### src/tms_map.vh
// register offsets, field layout, reset values and timing counts of the temperature monitor serial slave
`ifndef TMS_MAP_VH
`define TMS_MAP_VH

// ************************************************************
// register pointers
// ************************************************************
`define TMS_PTR_HYST       8'h21
`define TMS_PTR_CFAULT     8'h22
`define TMS_PTR_PART       8'hFD
`define TMS_PTR_MAKER      8'hFE
`define TMS_PTR_SWRST      8'hFC

// ************************************************************
// reset values and field positions
// ************************************************************
`define TMS_HYST_RST       8'h0A
`define TMS_CFAULT_RST     8'h70
`define TMS_CFAULT_MASK    8'h7E
`define TMS_LIM_CNT_MSB    6
`define TMS_LIM_CNT_LSB    4
`define TMS_ALT_CNT_MSB    3
`define TMS_ALT_CNT_LSB    1

// ************************************************************
// bus codes
// ************************************************************
`define TMS_GC_ADDR        8'h00
`define TMS_GC_RESET       8'h06
`define TMS_HS_CODE        5'h01

// ************************************************************
// timing
// ************************************************************
`define TMS_CLK_KHZ        23'h1E848
`define TMS_TIMEOUT_MS     23'h20
`define TMS_TIMEOUT_CYC    (`TMS_TIMEOUT_MS * `TMS_CLK_KHZ)
`define TMS_SPIKE_FAST_NS  50
`define TMS_SPIKE_HS_NS    10
`define TMS_SPIKE_FAST_CYC ((`TMS_SPIKE_FAST_NS * `TMS_CLK_KHZ) / 1000000)
`define TMS_SPIKE_HS_CYC   ((`TMS_SPIKE_HS_NS * `TMS_CLK_KHZ) / 1000000 + 1)
`define TMS_STRAP_SETTLE   8'h10

`endif

### src/tms_serial_slave.v
// two-wire slave front end and register set of the temperature monitor
`timescale 1ns/1ps
`include "tms_map.vh"
module tms_serial_slave #(
  parameter [22:0] TIMEOUT_CYC = `TMS_TIMEOUT_CYC,
  parameter [7:0]  MAKER_ID    = 8'hA5, // arbitrary value
  parameter [7:0]  PART_ID     = 8'h3C  // arbitrary value
) (
  input  wire       clk_i,
  input  wire       rst_n_i,
  input  wire       scl_i,
  input  wire       sda_i,
  output wire       sda_o,
  output reg        sda_oe_o,
  input  wire       address_select_high_i,
  output wire       address_select_high_pull_up_o,
  output wire       address_select_high_pull_dn_o,
  input  wire       address_select_low_i,
  output wire       address_select_low_pull_up_o,
  output wire       address_select_low_pull_dn_o,
  input  wire       alert_pin_function_select_i,
  output reg  [7:0] limit_pin_hyst_o,
  output reg  [7:0] shared_alert_pin_hyst_o,
  output reg  [2:0] limit_pin_need_o,
  output reg  [2:0] shared_alert_pin_need_o,
  output reg  [6:0] slave_addr_o,
  output reg        addr_valid_o,
  output reg        hs_mode_o
);

  // ************************************************************
  // states
  // ************************************************************
  localparam [6:0] S_IDLE = 7'h01;
  localparam [6:0] S_ADDR = 7'h02;
  localparam [6:0] S_AACK = 7'h04;
  localparam [6:0] S_WR   = 7'h08;
  localparam [6:0] S_WACK = 7'h10;
  localparam [6:0] S_RD   = 7'h20;
  localparam [6:0] S_RACK = 7'h40;

  localparam integer LEN_FAST_N = `TMS_SPIKE_FAST_CYC;
  localparam integer LEN_HS_N   = `TMS_SPIKE_HS_CYC;
  localparam [3:0]   LEN_FAST   = LEN_FAST_N[3:0];
  localparam [3:0]   LEN_HS     = LEN_HS_N[3:0];

  // ************************************************************
  // functions
  // ************************************************************
  function [2:0] need_count;
    input [2:0] code;
    begin
      need_count = {2'h0, code[0]} + {2'h0, code[1]} + {2'h0, code[2]} + 3'h1;
    end
  endfunction

  function [6:0] map_addr;
    input [1:0] lvl_low;
    input [1:0] lvl_high;
    begin
      case ({lvl_low, lvl_high})
        4'h0:    map_addr = 7'h4C;
        4'h1:    map_addr = 7'h4D;
        4'h4:    map_addr = 7'h4E;
        4'h5:    map_addr = 7'h4F;
        4'h2:    map_addr = 7'h48;
        4'h8:    map_addr = 7'h49;
        4'h6:    map_addr = 7'h4A;
        4'h9:    map_addr = 7'h4B;
        4'hA:    map_addr = 7'h37;
        default: map_addr = 7'h4C;
      endcase
    end
  endfunction

  // ************************************************************
  // declarations
  // ************************************************************
  wire       scl_f;
  wire       sda_f;
  wire [1:0] lvl_high;
  wire [1:0] lvl_low;
  wire       done_high;
  wire       done_low;
  reg  [6:0] state_q;
  reg        scl_p_q;
  reg        sda_p_q;
  reg  [2:0] cnt_q;
  reg        full_q;
  reg  [7:0] sh_q;
  reg  [7:0] tx_q;
  reg        rw_q;
  reg        gc_q;
  reg        first_q;
  reg        nack_q;
  reg        frame_q;
  reg  [7:0] ptr_q;
  reg  [7:0] hyst_q;
  reg  [7:0] cfault_q;
  reg  [22:0] to_q;
  reg  [7:0] rd_data;
  wire       scl_rise;
  wire       scl_fall;
  wire       start_ev;
  wire       stop_ev;
  wire       timeout;
  wire [7:0] rx_byte;

  // ************************************************************
  // input conditioning and address straps
  // ************************************************************
  tms_spike_filter u_scl_filt (
    .clk_i   (clk_i),
    .rst_n_i (rst_n_i),
    .line_i  (scl_i),
    .len_i   (hs_mode_o ? LEN_HS : LEN_FAST),
    .line_o  (scl_f)
  );

  tms_spike_filter u_sda_filt (
    .clk_i   (clk_i),
    .rst_n_i (rst_n_i),
    .line_i  (sda_i),
    .len_i   (hs_mode_o ? LEN_HS : LEN_FAST),
    .line_o  (sda_f)
  );

  tms_strap_sense u_strap_high (
    .clk_i     (clk_i),
    .rst_n_i   (rst_n_i),
    .pin_i     (address_select_high_i),
    .pull_up_o (address_select_high_pull_up_o),
    .pull_dn_o (address_select_high_pull_dn_o),
    .level_o   (lvl_high),
    .done_o    (done_high)
  );

  tms_strap_sense u_strap_low (
    .clk_i     (clk_i),
    .rst_n_i   (rst_n_i),
    .pin_i     (address_select_low_i),
    .pull_up_o (address_select_low_pull_up_o),
    .pull_dn_o (address_select_low_pull_dn_o),
    .level_o   (lvl_low),
    .done_o    (done_low)
  );

  // ************************************************************
  // bus events
  // ************************************************************
  assign sda_o    = 1'b0;
  assign scl_rise = scl_f & ~scl_p_q;
  assign scl_fall = ~scl_f & scl_p_q;
  assign start_ev = scl_f & scl_p_q & sda_p_q & ~sda_f;
  assign stop_ev  = scl_f & scl_p_q & ~sda_p_q & sda_f;
  assign timeout  = frame_q & (to_q >= TIMEOUT_CYC);
  assign rx_byte  = sh_q;

  // ************************************************************
  // read selection
  // ************************************************************
  always @* begin
    case (ptr_q)
      `TMS_PTR_HYST:   rd_data = hyst_q;
      `TMS_PTR_CFAULT: rd_data = cfault_q & `TMS_CFAULT_MASK;
      `TMS_PTR_PART:   rd_data = PART_ID;
      `TMS_PTR_MAKER:  rd_data = MAKER_ID;
      default:         rd_data = 8'h00;
    endcase
  end

  // ************************************************************
  // address latch and outputs to the alarm logic
  // ************************************************************
  always @(posedge clk_i) begin
    if (!rst_n_i) begin
      slave_addr_o            <= 7'h00;
      addr_valid_o            <= 1'b0;
      limit_pin_hyst_o        <= `TMS_HYST_RST;
      shared_alert_pin_hyst_o <= 8'h00;
      limit_pin_need_o        <= 3'h1;
      shared_alert_pin_need_o <= 3'h1;
    end else begin
      if (done_high && done_low && !addr_valid_o) begin
        slave_addr_o <= map_addr(lvl_low, lvl_high);
        addr_valid_o <= 1'b1;
      end
      limit_pin_hyst_o        <= hyst_q;
      shared_alert_pin_hyst_o <= alert_pin_function_select_i ? hyst_q : 8'h00;
      limit_pin_need_o        <= need_count(cfault_q[`TMS_LIM_CNT_MSB:`TMS_LIM_CNT_LSB]);
      shared_alert_pin_need_o <= need_count(cfault_q[`TMS_ALT_CNT_MSB:`TMS_ALT_CNT_LSB]);
    end
  end

  // ************************************************************
  // stuck bus timer
  // ************************************************************
  always @(posedge clk_i) begin
    if (!rst_n_i) begin
      to_q    <= 23'h000000;
      frame_q <= 1'b0;
    end else begin
      if (start_ev) begin
        frame_q <= 1'b1;
      end else if (stop_ev || timeout) begin
        frame_q <= 1'b0;
      end
      if (!frame_q || start_ev || (scl_f && sda_f)) begin
        to_q <= 23'h000000;
      end else if (!timeout) begin
        to_q <= to_q + 23'h000001;
      end
    end
  end

  // ************************************************************
  // protocol engine and registers
  // ************************************************************
  always @(posedge clk_i) begin
    if (!rst_n_i) begin
      state_q   <= S_IDLE;
      scl_p_q   <= 1'b1;
      sda_p_q   <= 1'b1;
      cnt_q     <= 3'h0;
      full_q    <= 1'b0;
      sh_q      <= 8'h00;
      tx_q      <= 8'h00;
      rw_q      <= 1'b0;
      gc_q      <= 1'b0;
      first_q   <= 1'b0;
      nack_q    <= 1'b0;
      ptr_q     <= 8'h00;
      hyst_q    <= `TMS_HYST_RST;
      cfault_q  <= `TMS_CFAULT_RST;
      sda_oe_o  <= 1'b0;
      hs_mode_o <= 1'b0;
    end else begin
      scl_p_q <= scl_f;
      sda_p_q <= sda_f;
      if (timeout) begin
        state_q   <= S_IDLE;
        sda_oe_o  <= 1'b0;
        hs_mode_o <= 1'b0;
      end else if (start_ev) begin
        state_q  <= S_ADDR;
        cnt_q    <= 3'h0;
        full_q   <= 1'b0;
        sda_oe_o <= 1'b0;
      end else if (stop_ev) begin
        state_q   <= S_IDLE;
        sda_oe_o  <= 1'b0;
        hs_mode_o <= 1'b0;
      end else begin
        if (scl_rise && (state_q == S_ADDR || state_q == S_WR)) begin
          sh_q  <= {sh_q[6:0], sda_f};
          cnt_q <= cnt_q + 3'h1;
          if (cnt_q == 3'h7) begin
            full_q <= 1'b1;
          end
        end
        case (state_q)
          S_IDLE: begin
            sda_oe_o <= 1'b0;
          end
          S_ADDR: begin
            if (scl_fall && full_q) begin
              full_q <= 1'b0;
              cnt_q  <= 3'h0;
              if (addr_valid_o && rx_byte[7:1] == slave_addr_o) begin
                rw_q     <= rx_byte[0];
                gc_q     <= 1'b0;
                sda_oe_o <= 1'b1;
                state_q  <= S_AACK;
              end else if (rx_byte == `TMS_GC_ADDR) begin
                rw_q     <= 1'b0;
                gc_q     <= 1'b1;
                sda_oe_o <= 1'b1;
                state_q  <= S_AACK;
              end else if (rx_byte[7:3] == `TMS_HS_CODE) begin
                hs_mode_o <= 1'b1;
                state_q   <= S_IDLE;
              end else begin
                state_q <= S_IDLE;
              end
            end
          end
          S_AACK: begin
            if (scl_fall) begin
              cnt_q <= 3'h0;
              if (rw_q) begin
                tx_q     <= rd_data;
                sda_oe_o <= ~rd_data[7];
                state_q  <= S_RD;
              end else begin
                sda_oe_o <= 1'b0;
                first_q  <= 1'b1;
                state_q  <= S_WR;
              end
            end
          end
          S_WR: begin
            if (scl_fall && full_q) begin
              full_q  <= 1'b0;
              cnt_q   <= 3'h0;
              first_q <= 1'b0;
              if (gc_q) begin
                if (rx_byte == `TMS_GC_RESET) begin
                  hyst_q   <= `TMS_HYST_RST;
                  cfault_q <= `TMS_CFAULT_RST;
                  sda_oe_o <= 1'b1;
                  state_q  <= S_WACK;
                end else begin
                  state_q <= S_IDLE;
                end
              end else begin
                sda_oe_o <= 1'b1;
                state_q  <= S_WACK;
                if (first_q) begin
                  ptr_q <= rx_byte;
                end else begin
                  case (ptr_q)
                    `TMS_PTR_HYST:   hyst_q   <= rx_byte;
                    `TMS_PTR_CFAULT: cfault_q <= rx_byte & `TMS_CFAULT_MASK;
                    `TMS_PTR_SWRST: begin
                      hyst_q   <= `TMS_HYST_RST;
                      cfault_q <= `TMS_CFAULT_RST;
                    end
                    default: ;
                  endcase
                end
              end
            end
          end
          S_WACK: begin
            if (scl_fall) begin
              sda_oe_o <= 1'b0;
              state_q  <= S_WR;
            end
          end
          S_RD: begin
            if (scl_fall) begin
              cnt_q <= cnt_q + 3'h1;
              tx_q  <= {tx_q[6:0], 1'b0};
              if (cnt_q == 3'h7) begin
                sda_oe_o <= 1'b0;
                state_q  <= S_RACK;
              end else begin
                sda_oe_o <= ~tx_q[6];
              end
            end
          end
          S_RACK: begin
            if (scl_rise) begin
              nack_q <= sda_f;
            end
            if (scl_fall) begin
              cnt_q <= 3'h0;
              if (nack_q) begin
                state_q <= S_IDLE;
              end else begin
                tx_q     <= rd_data;
                sda_oe_o <= ~rd_data[7];
                state_q  <= S_RD;
              end
            end
          end
          default: begin
            state_q  <= S_IDLE;
            sda_oe_o <= 1'b0;
          end
        endcase
      end
    end
  end

endmodule // tms_serial_slave

### src/tms_spike_filter.v
// two-flop synchroniser followed by a programmable spike filter for one bus line
`timescale 1ns/1ps
module tms_spike_filter (
  input  wire       clk_i,
  input  wire       rst_n_i,
  input  wire       line_i,
  input  wire [3:0] len_i,
  output reg        line_o
);

  reg       sync1_q;
  reg       sync2_q;
  reg [3:0] cnt_q;

  // ************************************************************
  // synchroniser and filter
  // ************************************************************
  always @(posedge clk_i) begin
    if (!rst_n_i) begin
      sync1_q <= 1'b1;
      sync2_q <= 1'b1;
      cnt_q   <= 4'h0;
      line_o  <= 1'b1;
    end else begin
      sync1_q <= line_i;
      sync2_q <= sync1_q;
      if (sync2_q == line_o) begin
        cnt_q <= 4'h0;
      end else if (cnt_q + 4'h1 >= len_i) begin
        cnt_q  <= 4'h0;
        line_o <= sync2_q;
      end else begin
        cnt_q <= cnt_q + 4'h1;
      end
    end
  end

endmodule // tms_spike_filter

### src/tms_strap_sense.v
// samples one three-state address pin as low, high or floating after reset
`timescale 1ns/1ps
`include "tms_map.vh"
module tms_strap_sense (
  input  wire       clk_i,
  input  wire       rst_n_i,
  input  wire       pin_i,
  output reg        pull_up_o,
  output reg        pull_dn_o,
  output reg  [1:0] level_o,
  output reg        done_o
);

  reg       sync1_q;
  reg       sync2_q;
  reg [7:0] wait_q;
  reg       up_val_q;

  // ************************************************************
  // pull up, sample, pull down, sample, then hold
  // ************************************************************
  always @(posedge clk_i) begin
    if (!rst_n_i) begin
      sync1_q   <= 1'b0;
      sync2_q   <= 1'b0;
      wait_q    <= 8'h00;
      up_val_q  <= 1'b0;
      pull_up_o <= 1'b1;
      pull_dn_o <= 1'b0;
      level_o   <= 2'h0;
      done_o    <= 1'b0;
    end else begin
      sync1_q <= pin_i;
      sync2_q <= sync1_q;
      if (!done_o) begin
        if (wait_q != `TMS_STRAP_SETTLE) begin
          wait_q <= wait_q + 8'h01;
        end else if (pull_up_o) begin
          up_val_q  <= sync2_q;
          pull_up_o <= 1'b0;
          pull_dn_o <= 1'b1;
          wait_q    <= 8'h00;
        end else begin
          pull_dn_o <= 1'b0;
          done_o    <= 1'b1;
          level_o   <= (up_val_q != sync2_q) ? 2'h2 : {1'b0, sync2_q};
        end
      end
    end
  end

endmodule // tms_strap_sense

### config.mk
export PLATFORM = sky130hd
export DESIGN_NAME = tms_serial_slave
export DESIGN_NICKNAME = d
export VERILOG_FILES = /design/src/tms_serial_slave.v /design/src/tms_spike_filter.v /design/src/tms_strap_sense.v
export VERILOG_INCLUDE_DIRS = /design/src
export SDC_FILE = /design/constraint.sdc
export NUM_CORES = 1
export LEC_CHECK = 0
export BUFFER_PORTS_ARGS = -buffer_cell sky130_fd_sc_hd__buf_4
export CORE_UTILIZATION = 28
export DETAILED_ROUTE_END_ITERATION = 10
export SLEW_MARGIN = 20
export SYNTH_ARGS = -nofsm -noshare
export SYNTH_HDL_FRONTEND = slang
export SYNTH_SLANG_ARGS = --single-unit
export TNS_END_PERCENT = 50
### constraint.sdc
create_clock -name clk_i -period 4.39 [get_ports clk_i]
set_input_delay 0.6585 -clock clk_i [delete_from_list [all_inputs] [get_ports clk_i]]
set_output_delay 0.6585 -clock clk_i [all_outputs]
set_load 0.01 [all_outputs]
==> results.py, run 1 <==
metrics = {
    "synthesis": {
        "synth_compound_area_share_pct": 13.2,
        "synthFlopType": "dfxtp_1",
        "ys_warn_count": 0,
        "async_reset_ff_share_pct": 0,
        "synth_cells": 776,
        "synth_area_leaders": "dfxtp_1, nor2_1, ha_1",
        "synth-simple-area-share_pct": 24.0,
        "yosys.cell_types.count": 66,
        "synth_most_common_cell": "dfxtp_1",
        "synth_xor_area_share_pct": 4.97,
        "synth_top_area_share_pct": 44.8,
        "yosysTopAreaCell": "dfxtp_1",
        "ys_ff_latch": 154,
        "synthTopCellsByCount": "dfxtp_1, nor2_1, nand2_1",
        "synthAdderAreaFrac_pct": 4.73,
        "ys_seq_area_share_pct": 44.8,
        "synth-edff-count": 0,
        "syn-cell-area_um2": 6880,
        "syn_avg_cell_area_um2": 8.86,
        "synthMuxAreaShare_pct": 3.82,
        "synth_top_family_by_area": "simple AND/OR/NAND/NOR gates",
    },
    "timing": {
        "fin_tns_setup_ps": 0,
        "relSlewSlack_pct": 47.0,
        "setup_viol": 0,
        "setup_ws_ps": 1780,
        "rsz0062_at_grt": "false",
        "clock_skew_ps": 10.4,
        "period_share_pct": 59.5,
        "hold_viol": 0,
        "fmax_mhz": 383,
        "final_max_slew_viol_count": 0,
        "worstMarginPinSlew_ps": 792,
        "period_minus_slack_ps": 2610,
    },
    "floorplanning": {
        "die_area_um2": 25200,
        "initial_core_util_pct": 29.0,
        "core_area_um2": 23800,
        "num_rows": 56,
        "ioPinCount": 44,
        "die_w_um": 159,
        "die-height_um": 159,
    },
    "grt": {
        "grt_use_met3_pct": 2.77,
        "top_usage_layer": "met2",
        "grt-ovfl-total": 0,
        "grt_pass1_vias": 4937,
        "grtUsageTotal_pct": 11.8,
        "grt_pass1_wl_um": 24300,
        "antenna_found_initial": 0,
        "grt_max_degree": 60,
        "met2_usage_pct": 17.4,
        "grt_use_met1_pct": 16.4,
    },
    "drt": {
        "drc_errors": 0,
        "postRouteAntennaNets": 0,
        "totalWireLength_um": 14300,
        "drt-initial-drc-count": 365,
        "wl_per_cell_um": 12.6,
        "viasPerCell": 4.75,
        "dr_total_vias": 5377,
        "first_pass_iters": 5,
    },
    "power_and_ir_drop": {
        "power_density_nw_per_um2": 368,
        "total_power_mw": 2.96,
        "ir_drop_mv": 0.212,
        "leakagePower_nw": 3.14,
    },
    "clock_network": {
        "post-cts-setup-buffers": 0,
        "clk_pin_slew_ps": 70,
        "cts_sinks": 154,
        "cts_buffers": 17,
        "ctsHoldBuffers": 0,
        "clock_tree.root_cell": "clkbuf_16",
        "cts_max_path_buffers": 2,
        "cts_tree": "built",
        "insertion_delay_ps": 430,
        "htree_levels": 4,
        "ctsResizeCount": 0,
    },
    "worst_setup_path": {
        "critPathBufInv": 0,
        "cpPeakStageDelay_ps": 610,
        "cp_cell_sequence": "or4_4 > or4b_4 > nor3_2 > nand4_1 > or2_1 > o22a_1",
        "critPathSlowestCell": "or4_4",
        "critPathLaunchType": "flip-flop",
        "end_kind": "flip-flop",
        "cpLargestDelayFamily": "simple AND/OR/NAND/NOR gates",
        "crit_fanout": 13,
        "worst_ep_arrival_time_ps": 2930,
        "critPathKind": "flip-flop to flip-flop",
        "required_ps": 4710,
    },
    "layout": {
        "antenna_cells": 0,
        "layout.nets": 833,
        "syn2layout_area_growth_pct": 17.0,
        "fillers": 2430,
        "final_cells": 1132,
        "drive_gt1_share_pct": 11.4,
        "final_util_pct": 33.9,
    },
    "placed_design": {
        "dpl.hpwl_um": 9830,
        "place.gp.congestion": 0.878,
        "placement.io_buffers": 42,
        "dp.cells": 1100,
        "place_ws_ps": 1800,
    },
    "hold_path": {
        "hold_path_class": "flip-flop to flip-flop",
    },
    "outcome": {
        "status": "finished, final reports clean",
    },
    "run": {
        "drv_cap": 0,
    },
}
-- worst reg2reg max path, delay by kind of cell (launching register included) --
family             cells  cell delay [ps]
AOI/OAI and AO/OA      1              210
DFF                    1              420
and+or+nand+nor        5             1880
-- final timing paths --
check                                     start                             to  slack (ps)  depth (start not counted)
hold / removal    u_scl_filt.sync1_q$_SDFF_PN1_  u_scl_filt.sync2_q$_SDFF_PN1_         410                          1
setup reg to reg        state_q[6]$_SDFFE_PP0P_       cfault_q[5]$_SDFFE_PN1P_        1780                          6
setup / recovery        state_q[6]$_SDFFE_PP0P_       cfault_q[5]$_SDFFE_PN1P_        1780                          6
hold reg to reg   u_scl_filt.sync1_q$_SDFF_PN1_  u_scl_filt.sync2_q$_SDFF_PN1_         410                          1
-- per-layer routing --
metal	part of all wire, %	up-vias
li1	-	2767
met1	53	2509
met2	42	84
met3	3.5	17
met4	1.3	0
met5	0	-
-- layout make-up --
| type | count | area [µm²] | share of cell area (%) |
|---|---|---|---|
| Sequential cell | 154 | 3080 | 38.3 |
| Timing Repair Buffer | 46 | 345 | 4.29 |
| Clock inverter | 13 | 135 | 1.68 |
| Multi-Input combinational cell | 549 | 3510 | 43.6 |
| Inverter | 32 | 120 | 1.49 |
| Clock buffer | 19 | 453 | 5.63 |
| Tap cell | 319 | 399 | 4.96 |
-- flip-flops by register name, indices dropped and copies added, names as in the netlist, 8 cells and up --
| signal | count |
|---|---|
| hyst_q | 8 |
| limit_pin_hyst_o | 8 |
| ptr_q | 8 |
| rx_byte | 8 |
| shared_alert_pin_hyst_o | 8 |
| to_q | 23 |
| u_strap_high.wait_q | 8 |
| u_strap_low.wait_q | 8 |
-- per-stage QoR --
stage	cell area [µm²]	hold WS, ps
finish	8040	406
global route	8040	415
CTS	8040	402
detailed placement	7450	392
global placement	7450	392
floorplan	6880	386
-- kinds of logic (layout without fill, tap and decap cells) --
| kind of cell | count (synthesis) | count (layout) |
|---|---|---|
| flip-flops | 154 | 154 |
| AND/OR/NAND/NOR | 324 | 324 |
| adder cells (fa/ha/maj) | 26 | 26 |
| other | 1 | 3 |
| multiplexers | 26 | 26 |
| buffers and inverters | 75 | 110 |
| AO/OA/AOI/OAI | 131 | 131 |
| XOR/XNOR | 39 | 39 |
-- placed cells by master (no fill, tap or decap), types with 20 or more instances in the layout --
master,count
a21oi_1,38
buf_4,46
dfxtp_1,154
ha_1,26
inv_1,32
mux2i_1,24
nand2_1,57
nand3_1,40
nor2_1,94
o21ai_0,20
xor2_1,29
-- power breakdown --
group          internal, mW  total (mW)  switching (mW)  leakage, nW
clock network         0.824        1.44           0.617        0.276
logic                0.0344      0.0928          0.0583         1.62
registers              1.41        1.43          0.0168         1.25
total                  2.27        2.96           0.692         3.14
Power figures use the tool's default switching activity.
==> run 2: changes to the inputs <==
Clock period 4.39 ns to 2.2 ns, I/O delays scaled along.
==> run 2 against run 1 <==
The run now ends with setup timing left. Combinational power increased to 2.5 times the previous value. Final cell count rose by 5.7%. Sequential share of layout area fell by 3.0 points. Highest routed layer unchanged.
==> results.py, run 2 (synthesized netlist as in run 1, its figures left out) <==
metrics = {
    "placed_design": {
        "place.gp.congestion": 0.853,
        "dpl.hpwl_um": 10900,
        "place_ws_ps": -135,
        "dp.cells": 1162,
        "placement.io_buffers": 42,
    },
    "layout": {
        "final_util_pct": 36.8,
        "drive_gt1_share_pct": 21.1,
        "final_common_cell": "dfxtp_1",
        "antenna_cells": 0,
        "layout_common_cells": "dfxtp_1, buf_4, nor2_1, nand2_1, nand3_1",
        "syn2layout_area_growth_pct": 27.2,
        "layout.nets": 899,
        "multi_input_area_um2": 3680,
        "largest-register": "to_q",
        "largest_reg_flops": 23,
        "ff_latch_area_um2": 3090,
        "fillers": 2400,
        "final_cells": 1197,
    },
    "clock_network": {
        "cts_buffers": 17,
        "cts_sinks": 154,
        "insertion_delay_ps": 430,
        "htree_levels": 4,
        "cts_max_path_buffers": 2,
        "clk_pin_slew_ps": 60,
        "clock_tree.root_cell": "clkbuf_16",
        "cts_tree": "built",
    },
    "timing": {
        "rsz0062_at_grt": "true",
        "setup_viol": 13,
        "clock_skew_ps": 6.06,
        "fmax_mhz": 440,
        "worstMarginPinSlew_ps": 618,
        "hold_ws_ps": 89.3,
        "final_max_slew_viol_count": 0,
        "relSlewSlack_pct": 58.2,
        "setup_ws_ps": -73.6,
        "hold_viol": 0,
        "period_share_pct": 103,
        "period_minus_slack_ps": 2270,
    },
    "floorplanning": {
        "num_rows": 56,
        "die-height_um": 159,
        "ioPinCount": 44,
        "initial_core_util_pct": 29.0,
        "die_area_um2": 25200,
        "die_w_um": 159,
        "core_area_um2": 23800,
    },
    "drt": {
        "postRouteAntennaNets": 0,
        "drt-initial-drc-count": 358,
        "wl_per_cell_um": 13.1,
        "drc_errors": 0,
        "viasPerCell": 4.74,
        "dr_total_vias": 5677,
        "totalWireLength_um": 15600,
        "first_pass_iters": 5,
    },
    "worst_setup_path": {
        "cp_cell_sequence": "or4_4 > or4b_4 > nor3_4 > nand4_1 > or2_4 > o22a_1",
        "critPathKind": "flip-flop to flip-flop",
        "crit_fanout": 5,
        "critPathLaunchType": "flip-flop",
        "critPathSlowestCell": "or4b_4",
        "worst_ep_arrival_time_ps": 2600,
        "cpPeakStageDelay_ps": 540,
        "required_ps": 2520,
        "end_kind": "flip-flop",
    },
    "outcome": {
        "violations": "setup timing",
        "status": "finished with violations",
    },
    "hold_path": {
        "hold_path_class": "input port to flip-flop",
    },
    "power_and_ir_drop": {
        "leakagePower_nw": 3.55,
        "p_seq_share_pct": 46.3,
        "internal_power_mw": 4.84,
        "pwr-share-comb_pct": 3.8,
        "total_power_mw": 6.16,
        "power_density_nw_per_um2": 705,
        "p_sw_share_pct": 21.5,
        "clkPwrFrac_pct": 50.0,
        "ir_drop_mv": 0.515,
        "power.switching_mw": 1.33,
    },
    "grt": {
        "grt-ovfl-total": 0,
        "antenna_found_initial": 0,
        "grtUsageTotal_pct": 12.9,
        "grt_max_degree": 47,
        "grt_pass1_wl_um": 26600,
        "grt_pass1_vias": 5400,
    },
    "run": {
        "drv_cap": 0,
    },
}
## run 2: changes by cell type in the layout (fill, tap and decap cells not counted), sizes merged
cell,before,now
buf,46,112
bufinv,1,4
clkinv,4,2
clkbuf,19,20
inv,36,33
## run 2: area by class of cell
class / count / area share, %
multi-input cells: 549 / 42.1
flip-flops and latches: 154 / 35.3
repair buffers: 112 / 9.61
clock buffers: 20 / 5.11
well taps: 319 / 4.56
clock inverters: 11 / 1.93
inverters: 32 / 1.40
## run 2: what timing repair did
| action | CTS | global route |
|---|---|---|
| resized for setup | 13 | 29 |
| hold buffers | 0 | 0 |
| pin swaps | 2 | 7 |
| buffers inserted | 2 | 3 |
| gates cloned | 0 | 0 |
| endpoints found under the hold margin | 0 | 0 |
| endpoints found under the setup margin | 54 | 52 |
## run 2: worst paths after layout
path / startpoint / to / slack, ps / cells after the start
min: sda_i / u_sda_filt.sync1_q$_SDFF_PN1_ / 90 / 2
max reg2reg: state_q[6]$_SDFFE_PP0P_ / cfault_q[5]$_SDFFE_PN1P_ / -70 / 6
min reg2reg: u_scl_filt.sync1_q$_SDFF_PN1_ / u_scl_filt.sync2_q$_SDFF_PN1_ / 410 / 1
max: state_q[6]$_SDFFE_PP0P_ / cfault_q[5]$_SDFFE_PN1P_ / -70 / 6
## run 2: metrics by stage
step                TNS (ps)  instance area, µm²
global route           -1930                8750
detailed placement     -3010                7930
global placement       -2620                7930
floorplan              -64.0                6890
finish                  -474                8750
CTS                     -482                8620
## run 2: per-layer routing
layer | share of wire, % | wire length (µm) | up-vias | global-route usage (%)
met5 | 0 | 0 | - | 0
met4 | 1.1 | 167 | 0 | 3.97
met3 | 3.5 | 554 | 16 | 3.16
met2 | 44 | 6950 | 85 | 20.2
met1 | 51 | 7960 | 2681 | 17.3
li1 | - | - | 2895 | -
## run 2: critical path: cells and delay by family, from the launching register on
kind,cells,cell delay [ps]
simple gates,5,1660
compound gates,1,200
flops,1,320
## run 2: power groups by stage
stage	combinational (mW)	sequential [mW]	clock [mW]
final	0.234	2.85	3.08
after floorplan	0.149	2.90	0
after global routing	0.260	2.85	3.27
after global placement	0.216	2.91	0
after CTS	0.223	2.85	3.15
after detailed placement	0.218	2.91	0
